**config.mk**
```make
export PLATFORM = sky130hd
export DESIGN_NAME = css_top
export DESIGN_NICKNAME = d
export VERILOG_FILES = /design/src/rtl/css_top.v
export VERILOG_INCLUDE_DIRS = /design/src /design/src/inc
export SDC_FILE = /design/constraint.sdc
export NUM_CORES = 1
export LEC_CHECK = 0
export BUFFER_PORTS_ARGS = -buffer_cell sky130_fd_sc_hd__buf_4
export CAP_MARGIN = 20
export CORE_MARGIN = 3
export CORE_UTILIZATION = 45
export CTS_BUF_LIST = sky130_fd_sc_hd__clkbuf_8 sky130_fd_sc_hd__clkbuf_16
export DETAILED_ROUTE_END_ITERATION = 10
export PLACE_DENSITY_LB_ADDON = 0.05
export SYNTH_ARGS = -nofsm -noshare
export SYNTH_HDL_FRONTEND = slang
export SYNTH_SLANG_ARGS = --single-unit
```
**constraint.sdc**
```tcl
create_clock -name clk -period 3.43 [get_ports clk]
set_clock_uncertainty 0.1 [all_clocks]
set_input_delay 0.343 -clock clk [delete_from_list [all_inputs] [get_ports clk]]
set_output_delay 0.343 -clock clk [all_outputs]
set_load 0.05 [all_outputs]
```
**src/inc/css_defines.vh**
```
// constants for the carrier sparing and status block
`ifndef CSS_DEFINES_VH
`define CSS_DEFINES_VH
`define CSS_ADDR_CTRL 8'h00
`define CSS_ADDR_STATUS 8'h04
`define CSS_ADDR_DISPLAY 8'h08
`define CSS_ADDR_HCOUNT 8'h0C
`define CSS_ADDR_EVENT 8'h10
`define CSS_ADDR_HIST 8'h40
`define CSS_HIST_DEPTH 16
`define CSS_CTRL_SPARE_CFG 0
`define CSS_CTRL_ENABLE 1
`define CSS_CTRL_ALM_DIS 2
`define CSS_CTRL_CAR_TEST 3
`define CSS_CTRL_SELFTEST 4
`define CSS_CTRL_EQUIP_LO 5
`define CSS_CTRL_ROLE 8
`define CSS_CTRL_HCLEAR 9
`define CSS_CTRL_RESET 10'h0E0
`define CSS_SEL_NONE 2'h0
`define CSS_SEL_LINK0 2'h1
`define CSS_SEL_LINK1 2'h2
`define CSS_RESP_OKAY 2'h0
`define CSS_RESP_SLVERR 2'h2
`define CSS_CLK_MHZ 125
`define CSS_BLINK_MS 250
`define CSS_BLINK_STEPS 3'h6
`endif

```
**src/rtl/css_top.v**
```verilog
// carrier sparing, indicators, self-test and display history with axi4-lite registers
// Behaviour
// - sparing works only when link 2 is configured as the spare.
// - with links 0 and 1 both faulty, the spare covers link 0.
// - link 1 fails, link 0 healthy, spare free: spare covers link 1.
// - link 0 failing while link 1 spared drops link 1, spare takes link 0.
// - when link 0 recovers with link 1 still faulty, spare returns to link 1.
// - a recovered spared link carries its calls on its own primary again.
// - self-test blinks card indicator three times on pass, steady otherwise; off when enabled.
// - carrier indicator lit while faulty at either end, dark when working or unequipped.
// - far-end alarms exchanged only while the in-band management link is up.
// - maintenance indicator lit for carrier tests, alarms disabled, or wrong role switch.
// - self-test runs on insertion, enable, reset and software command.
// - remote card keeps the last sixteen display codes; readable and clearable.
// - faceplate service switch enables carrier clocking without software enable.
// - local major alarm raises near-site message; remote major alarm raises far-site message.
//
// Design decisions made here: the placing of the registers and the AXI4-Lite register port.
`timescale 1ns/100ps
`include "css_defines.vh"
module css_top #(
  parameter BLINK_CYCLES = `CSS_BLINK_MS * `CSS_CLK_MHZ * 1000
)(
  input wire clk,
  input wire rst_b,
  input wire [7:0] s_axi_awaddr,
  input wire s_axi_awvalid,
  output reg s_axi_awready,
  input wire [31:0] s_axi_wdata,
  input wire [3:0] s_axi_wstrb,
  input wire s_axi_wvalid,
  output reg s_axi_wready,
  output reg [1:0] s_axi_bresp,
  output reg s_axi_bvalid,
  input wire s_axi_bready,
  input wire [7:0] s_axi_araddr,
  input wire s_axi_arvalid,
  output reg s_axi_arready,
  output reg [31:0] s_axi_rdata,
  output reg [1:0] s_axi_rresp,
  output reg s_axi_rvalid,
  input wire s_axi_rready,
  input wire [2:0] local_fault,
  input wire [2:0] far_fault_rx,
  input wire option_switch_bank,
  input wire faceplate_service_switch,
  input wire card_seated,
  input wire selftest_ok,
  input wire major_alarm_local,
  input wire major_alarm_remote,
  output reg [2:0] far_fault_tx,
  output reg spare_for_link0,
  output reg spare_for_link1,
  output reg card_led,
  output reg [2:0] carrier_led,
  output reg maint_led,
  output reg carrier_clock_enable,
  output reg [7:0] display_code,
  output reg near_site_alarm_message,
  output reg far_site_alarm_message
);
  localparam ST_IDLE = 1'b0;
  localparam ST_RUN = 1'b1;
  // two-flop synchronisers for every pin input
  reg [11:0] sync_a;
  reg [11:0] sync_b;
  wire [11:0] pins = {major_alarm_remote, major_alarm_local, selftest_ok, card_seated,
    faceplate_service_switch, option_switch_bank, far_fault_rx, local_fault};
  wire [2:0] loc_f = sync_b[2:0];
  wire [2:0] far_raw = sync_b[5:3];
  wire role_sw = sync_b[6];
  wire svc_sw = sync_b[7];
  wire seated = sync_b[8];
  wire test_ok = sync_b[9];
  reg [9:0] ctrl;
  reg [2:0] far_held;
  reg [1:0] spare_sel;
  reg preempt;
  reg seated_d;
  reg state;
  reg pass;
  reg [2:0] steps;
  reg [31:0] div;
  reg [3:0] wp;
  reg [4:0] hcount;
  reg [7:0] hist [0:`CSS_HIST_DEPTH-1];
  reg [7:0] aw_addr;
  reg [31:0] w_data;
  reg [3:0] w_strb;
  reg [1:0] next_sel;
  reg [31:0] rd;
  reg rd_ok;
  wire [2:0] equip = ctrl[7:5];
  wire [2:0] fault = (loc_f | far_held) & equip;
  wire link_up = |(equip & ~loc_f & ~far_raw); // live report avoids a latched-down link
  wire spare_ok = ctrl[`CSS_CTRL_SPARE_CFG] & ~fault[2];
  wire wr_go = ~s_axi_awready & ~s_axi_wready & ~s_axi_bvalid;
  wire wr_ctrl = wr_go & (aw_addr == `CSS_ADDR_CTRL) & w_strb[0];
  wire wr_disp = wr_go & (aw_addr == `CSS_ADDR_DISPLAY) & w_strb[0];
  wire wr_event = wr_go & (aw_addr == `CSS_ADDR_EVENT) & w_strb[0];
  wire en_rise = wr_ctrl & w_data[`CSS_CTRL_ENABLE] & ~ctrl[`CSS_CTRL_ENABLE];
  wire test_cmd = wr_ctrl & w_data[`CSS_CTRL_SELFTEST];
  wire hclear = wr_ctrl & w_data[`CSS_CTRL_HCLEAR];
  wire tick = (div == BLINK_CYCLES - 1);
  wire test_start = en_rise | test_cmd | (seated & ~seated_d);
  wire [3:0] ridx = s_axi_araddr[5:2];
  wire [3:0] rslot = wp - 4'h1 - ridx;

  always @(posedge clk)
  begin
    sync_a <= pins;
    sync_b <= sync_a;
  end

  // spare choice: link 0 first, link 1 only when link 0 is healthy
  always @*
  begin
    next_sel = `CSS_SEL_NONE;
    if (spare_ok)
    begin
      if (fault[0])
        next_sel = `CSS_SEL_LINK0;
      else if (fault[1])
        next_sel = `CSS_SEL_LINK1;
    end
  end

  // sparing, indicators and alarm relay
  always @(posedge clk)
  begin
    if (!rst_b)
    begin
      far_held <= 3'h0;
      spare_sel <= `CSS_SEL_NONE;
      preempt <= 1'b0;
      seated_d <= seated; // no false insertion edge after reset
      far_fault_tx <= 3'h0;
      spare_for_link0 <= 1'b0;
      spare_for_link1 <= 1'b0;
      carrier_led <= 3'h0;
      maint_led <= 1'b0;
      carrier_clock_enable <= 1'b0;
      near_site_alarm_message <= 1'b0;
      far_site_alarm_message <= 1'b0;
    end
    else
    begin
      seated_d <= seated;
      // far status is stale while the management link is down, so keep the last copy
      if (link_up)
        far_held <= far_raw;
      far_fault_tx <= link_up ? (loc_f & equip) : 3'h0;
      spare_sel <= next_sel;
      spare_for_link0 <= (next_sel == `CSS_SEL_LINK0);
      spare_for_link1 <= (next_sel == `CSS_SEL_LINK1);
      // calls lost on link 1 when link 0 takes the spare; set wins over clear
      if ((spare_sel == `CSS_SEL_LINK1) && (next_sel == `CSS_SEL_LINK0))
        preempt <= 1'b1;
      else if (wr_event & w_data[0])
        preempt <= 1'b0;
      carrier_led <= fault;
      maint_led <= ctrl[`CSS_CTRL_CAR_TEST] | ctrl[`CSS_CTRL_ALM_DIS]
        | (role_sw != ctrl[`CSS_CTRL_ROLE]);
      carrier_clock_enable <= ctrl[`CSS_CTRL_ENABLE] | svc_sw;
      near_site_alarm_message <= sync_b[10];
      far_site_alarm_message <= sync_b[11];
    end
  end

  // self-test sequencer; starts from reset itself
  always @(posedge clk)
  begin
    if (!rst_b)
    begin
      state <= ST_RUN;
      pass <= 1'b0;
      steps <= 3'h0;
      div <= 32'h0;
      card_led <= 1'b1;
    end
    else
    begin
      div <= (tick | test_start) ? 32'h0 : div + 32'h1;
      case (state)
        ST_IDLE:
        begin
          card_led <= ~ctrl[`CSS_CTRL_ENABLE];
          if (test_start)
          begin
            state <= ST_RUN;
            steps <= 3'h0;
            pass <= test_ok;
          end
        end
        ST_RUN:
        begin
          if (steps == 3'h0 && div == 32'h0)
            pass <= test_ok;
          card_led <= pass ? ~steps[0] : 1'b1;
          if (test_start)
            steps <= 3'h0;
          else if (tick)
          begin
            if (steps == `CSS_BLINK_STEPS - 3'h1)
              state <= ST_IDLE;
            steps <= steps + 3'h1;
          end
        end
        default:
          state <= ST_IDLE;
      endcase
    end
  end

  // display history, kept only in the remote role
  genvar gi;
  generate
    for (gi = 0; gi < `CSS_HIST_DEPTH; gi = gi + 1)
    begin : g_hist
      always @(posedge clk)
      begin
        if (!rst_b || hclear)
          hist[gi] <= 8'h00;
        else if (wr_disp && role_sw && wp == gi)
          hist[gi] <= w_data[7:0];
      end
    end
  endgenerate

  always @(posedge clk)
  begin
    if (!rst_b)
    begin
      wp <= 4'h0;
      hcount <= 5'h00;
      display_code <= 8'h00;
    end
    else if (hclear)
    begin
      wp <= 4'h0;
      hcount <= 5'h00;
    end
    else if (wr_disp)
    begin
      display_code <= w_data[7:0];
      if (role_sw)
      begin
        wp <= wp + 4'h1;
        if (hcount != 5'h10)
          hcount <= hcount + 5'h01;
      end
    end
  end

  // register read mux
  always @*
  begin
    rd = 32'h0;
    rd_ok = 1'b1;
    if (s_axi_araddr[7:6] == 2'h1)
      rd = {24'h0, hist[rslot]};
    else
      case (s_axi_araddr)
        `CSS_ADDR_CTRL: rd = {22'h0, 1'b0, ctrl[8:5], 1'b0, ctrl[3:0]};
        `CSS_ADDR_STATUS: rd = {19'h0, state, pass, card_led, maint_led, carrier_led,
          link_up, fault, spare_sel};
        `CSS_ADDR_DISPLAY: rd = {24'h0, display_code};
        `CSS_ADDR_HCOUNT: rd = {27'h0, hcount};
        `CSS_ADDR_EVENT: rd = {31'h0, preempt};
        default: rd_ok = 1'b0;
      endcase
  end

  // axi4-lite slave: address and data taken in any order, answer one cycle after both
  always @(posedge clk)
  begin
    if (!rst_b)
    begin
      s_axi_awready <= 1'b1;
      s_axi_wready <= 1'b1;
      s_axi_bvalid <= 1'b0;
      s_axi_bresp <= `CSS_RESP_OKAY;
      s_axi_arready <= 1'b1;
      s_axi_rvalid <= 1'b0;
      s_axi_rdata <= 32'h0;
      s_axi_rresp <= `CSS_RESP_OKAY;
      aw_addr <= 8'h00;
      w_data <= 32'h0;
      w_strb <= 4'h0;
      ctrl <= `CSS_CTRL_RESET;
    end
    else
    begin
      if (s_axi_awvalid && s_axi_awready)
      begin
        aw_addr <= s_axi_awaddr;
        s_axi_awready <= 1'b0;
      end
      if (s_axi_wvalid && s_axi_wready)
      begin
        w_data <= s_axi_wdata;
        w_strb <= s_axi_wstrb;
        s_axi_wready <= 1'b0;
      end
      if (wr_go)
      begin
        s_axi_bvalid <= 1'b1;
        s_axi_bresp <= (aw_addr == `CSS_ADDR_CTRL || aw_addr == `CSS_ADDR_DISPLAY
          || aw_addr == `CSS_ADDR_EVENT) ? `CSS_RESP_OKAY : `CSS_RESP_SLVERR;
      end
      // command bits are pulses and are not stored
      if (wr_ctrl)
        ctrl <= {1'b0, w_data[8:5], 1'b0, w_data[3:0]};
      if (s_axi_bvalid && s_axi_bready)
      begin
        s_axi_bvalid <= 1'b0;
        s_axi_awready <= 1'b1;
        s_axi_wready <= 1'b1;
      end
      if (s_axi_arvalid && s_axi_arready)
      begin
        s_axi_arready <= 1'b0;
        s_axi_rvalid <= 1'b1;
        s_axi_rdata <= rd;
        s_axi_rresp <= rd_ok ? `CSS_RESP_OKAY : `CSS_RESP_SLVERR;
      end
      if (s_axi_rvalid && s_axi_rready)
      begin
        s_axi_rvalid <= 1'b0;
        s_axi_arready <= 1'b1;
      end
    end
  end
endmodule

```
==> flow_metrics.env <==
export IMPL_synth_top_cell_area_share_pct=32.6
export IMPL_yosysSeqAreaShare_pct=57.0
export IMPL_arrival_ns=2.91
export IMPL_row_count=58
export IMPL_cts_tree="done"
export IMPL_synth_edf_count=128
export IMPL_dr_wl_met3_um=2020
export IMPL_io_buffer_count=86
export IMPL_die_x_um=168
export IMPL_nets=1269
export IMPL_routabilityCongestion=0.832
export IMPL_required_ns=3.74
export IMPL_netlist_top_cells_area="edfxtp_1 33%, dfxtp_1 24%, mux4_2 6.1%"
export IMPL_synth_area_leader_cell="edfxtp_1"
export IMPL_hp_class="in2reg"
export IMPL_outcome="complete, no violations"
export IMPL_drc_errors=0
export IMPL_slew_violations=0
export IMPL_dieArea_mm2=0.0282
export IMPL_top_layer_used="met4"
export IMPL_rsz0062_at_grt="false"
export IMPL_worstSetupEndpointType="register"
export IMPL_finalHoldViolCount=0
export IMPL_maxSlewHeadroom_pct=45.5
export IMPL_p_per_area_mw_per_mm2=517
export IMPL_async_reset_ff_share_pct=0
export IMPL_grt_pass1_wl_um=48300
export IMPL_setup_ws_ns=0.830
export IMPL_synth_cell_types=66
export IMPL_drt_iter0_markers=479
export IMPL_ys_warn_count=0
export IMPL_htreeDepth=1
export IMPL_drive_above_1_share_pct=20.1
export IMPL_grt_ovfl_total=0
export IMPL_grt_max_degree=51
export IMPL_fin_crit_sh_pct=75.8
export IMPL_clk_path_buf_depth=3
export IMPL_fin_util_pct=55.2
export IMPL_tns_ns=0
export IMPL_maxCapViolations=0
export IMPL_detail_route_antenna_nets=0
export IMPL_regArea_mm2=0.00673
export IMPL_num_antenna_cells=0
export IMPL_worstSetupStartpointType="register"
export IMPL_leakage_uw=0.00524
export IMPL_pre_cts_slack_ns=0.740
export IMPL_vdd_ir_drop_max_mv=0.386
export IMPL_dp_cells=1445
export IMPL_synth_seq_cells=272
export IMPL_cp_cell_sequence="nor4b_4, a41oi_2, nand3_2, nor2_2, and2_1"
export IMPL_cts_buffers_inserted=29
export IMPL_layoutNonFillerInstCount=1535
export IMPL_path_max_fanout=18
export IMPL_vias_per_cell=5.31
export IMPL_dr_wl_met2_um=15200
export IMPL_dr_pass1_iters=5
export IMPL_multi_input_area_mm2=0.00460
export IMPL_wl_met1_um=13000
export IMPL_areaGrowthSynthToFinish_pct=19.1
export IMPL_hold_ws_ns=0.0300
export IMPL_post_cts_setup_buffers=0
export IMPL_grtUsageTotal_pct=22.2
export IMPL_cts_root_buf="clkbuf_16"
export IMPL_clk_pin_slew_ns=0.06
export IMPL_worstSetupPathType="reg2reg"
export IMPL_post_drt_wl_per_cell_um=20.4
export IMPL_yosys_cell_count_top_type="nor2_1"
export IMPL_cp_slowest_cell="a41oi_2"
export IMPL_syn_inst=1055
export IMPL_post_cts_resized=0
export IMPL_netlist_top_cells_count="172 x nor2_1, 144 x dfxtp_1, 128 x edfxtp_1"
export IMPL_grt_pass1_vias=8389
export IMPL_clock_latency_ns=0.54
export IMPL_setup_viol=0
export IMPL_ios=133
export IMPL_synth_main_ff_cell="dfxtp_1"
export IMPL_fmax_ghz=0.385
export IMPL_clock_sinks=272
export IMPL_die_y_um=168
export IMPL_fillers=2217
export IMPL_cpPeakStageDelay_ns=0.67
export IMPL_hpwl_um=21300
export IMPL_drt_wl_total_um=31200
export IMPL_antenna_found_initial=1
export IMPL_min_period_ns=2.60
export IMPL_vias=8150
export IMPL_syn_cell_area_mm2=0.0118
export IMPL_worst_slew_pin_slew_ns=0.809
export IMPL_coreArea_mm2=0.0255
export IMPL_synth_area_per_cell_um2=11.2
export IMPL_start_util_pct=46.3
-- metal layers --
metal,global-route usage (%),vias to the layer above
met1,28.1,3912
met2,38.2,221
met4,6.62,0
met3,4.93,68
li1,-,3949
met5,0,-
-- where the power goes --
part / total (uW) / internal (uW) / switching (uW) / leakage [uW]
Clock: 3070 / 1790 / 1280 / 0.000487
Combinational: 613 / 243 / 370 / 0.00233
Sequential: 3590 / 3510 / 76.0 / 0.00243
Total: 7270 / 5550 / 1720 / 0.00524
-- cell usage in the layout (no fill, tap or decap), types with 10 or more instances in the layout --
cell type	instances
nor2_1	172
dfxtp_1	144
edfxtp_1	128
buf_4	116
nand2_1	93
and2_1	43
o21ai_0	39
dlygate4sd3_1	37
a21oi_1	36
nand3_1	35
mux4_2	32
clkbuf_16	30
inv_1	28
mux2i_1	25
xor2_1	23
conb_1	21
mux2_2	17
nand4_1	15
xnor2_1	14
ha_1	13
nor2_2	11
a31oi_1	10
-- final cells by class --
cell class / count / share of cell area [%]
inverter: 25 / 0.668
timing repair buffer: 155 / 9.11
clock buffer: 33 / 5.63
multi-input combinational: 700 / 32.7
sequential: 272 / 47.9
tap: 330 / 2.94
clock inverter: 20 / 1.05
-- through the flow --
| step | total power [uW] | area [um2] |
|---|---|---|
| after CTS | 7340 | 14100 |
| after floorplan | 4040 | 11900 |
| final | 7270 | 14100 |
| after detailed placement | 4240 | 12700 |
| after global placement | 4230 | 12700 |
| after global routing | 7530 | 14100 |
-- registers in the layout (all words and copies together) (netlist names), 3 cells and up --
signal / flops
aw_addr: 8
carrier_led: 3
ctrl: 8
display_code: 8
div: 32
far_fault_tx: 3
far_held: 3
hcount: 5
hist: 128
s_axi_rdata: 13
steps: 3
sync_a: 12
sync_b: 12
w_data: 10
wp: 4
-- worst max-delay path, delay by kind of cell (launching register included) --
kind	cells	cell delay, ns
AND/OR/NAND/NOR	4	1.10
flip-flops	1	0.60
AO/OA/AOI/OAI	1	0.67
-- kinds of logic (layout without fill, tap and decap cells) --
family / count (synthesis) / after routing / synth area share [%]
other: 1 / 21 / 0.0318
muxes: 74 / 74 / 9.85
AOI/OAI and AO/OA: 115 / 115 / 5.90
and+or+nand+nor: 438 / 438 / 18.1
xor gates and xnor gates: 37 / 37 / 2.75
DFF: 272 / 272 / 57.0
adders and majority gates: 15 / 15 / 1.65
buffers and inverters: 103 / 233 / 4.70
-- timing repair --
action,CTS,global route
endpoints found under the setup margin,0,0
hold buffers,37,0
hold endpoints to repair,35,0
-- final timing paths --
check | cells after the start | endpoint | slack [ns] | start
setup / recovery | 5 | hist[15][4] | 0.83 | s_axi_awready
hold / removal | 3 | aw_addr[7] | 0.03 | s_axi_awvalid
setup reg to reg | 5 | hist[15][4] | 0.83 | s_axi_awready
hold reg to reg | 0 | sync_b[6] | 0.23 | sync_a[6]
Power figures use the tool's default switching activity.
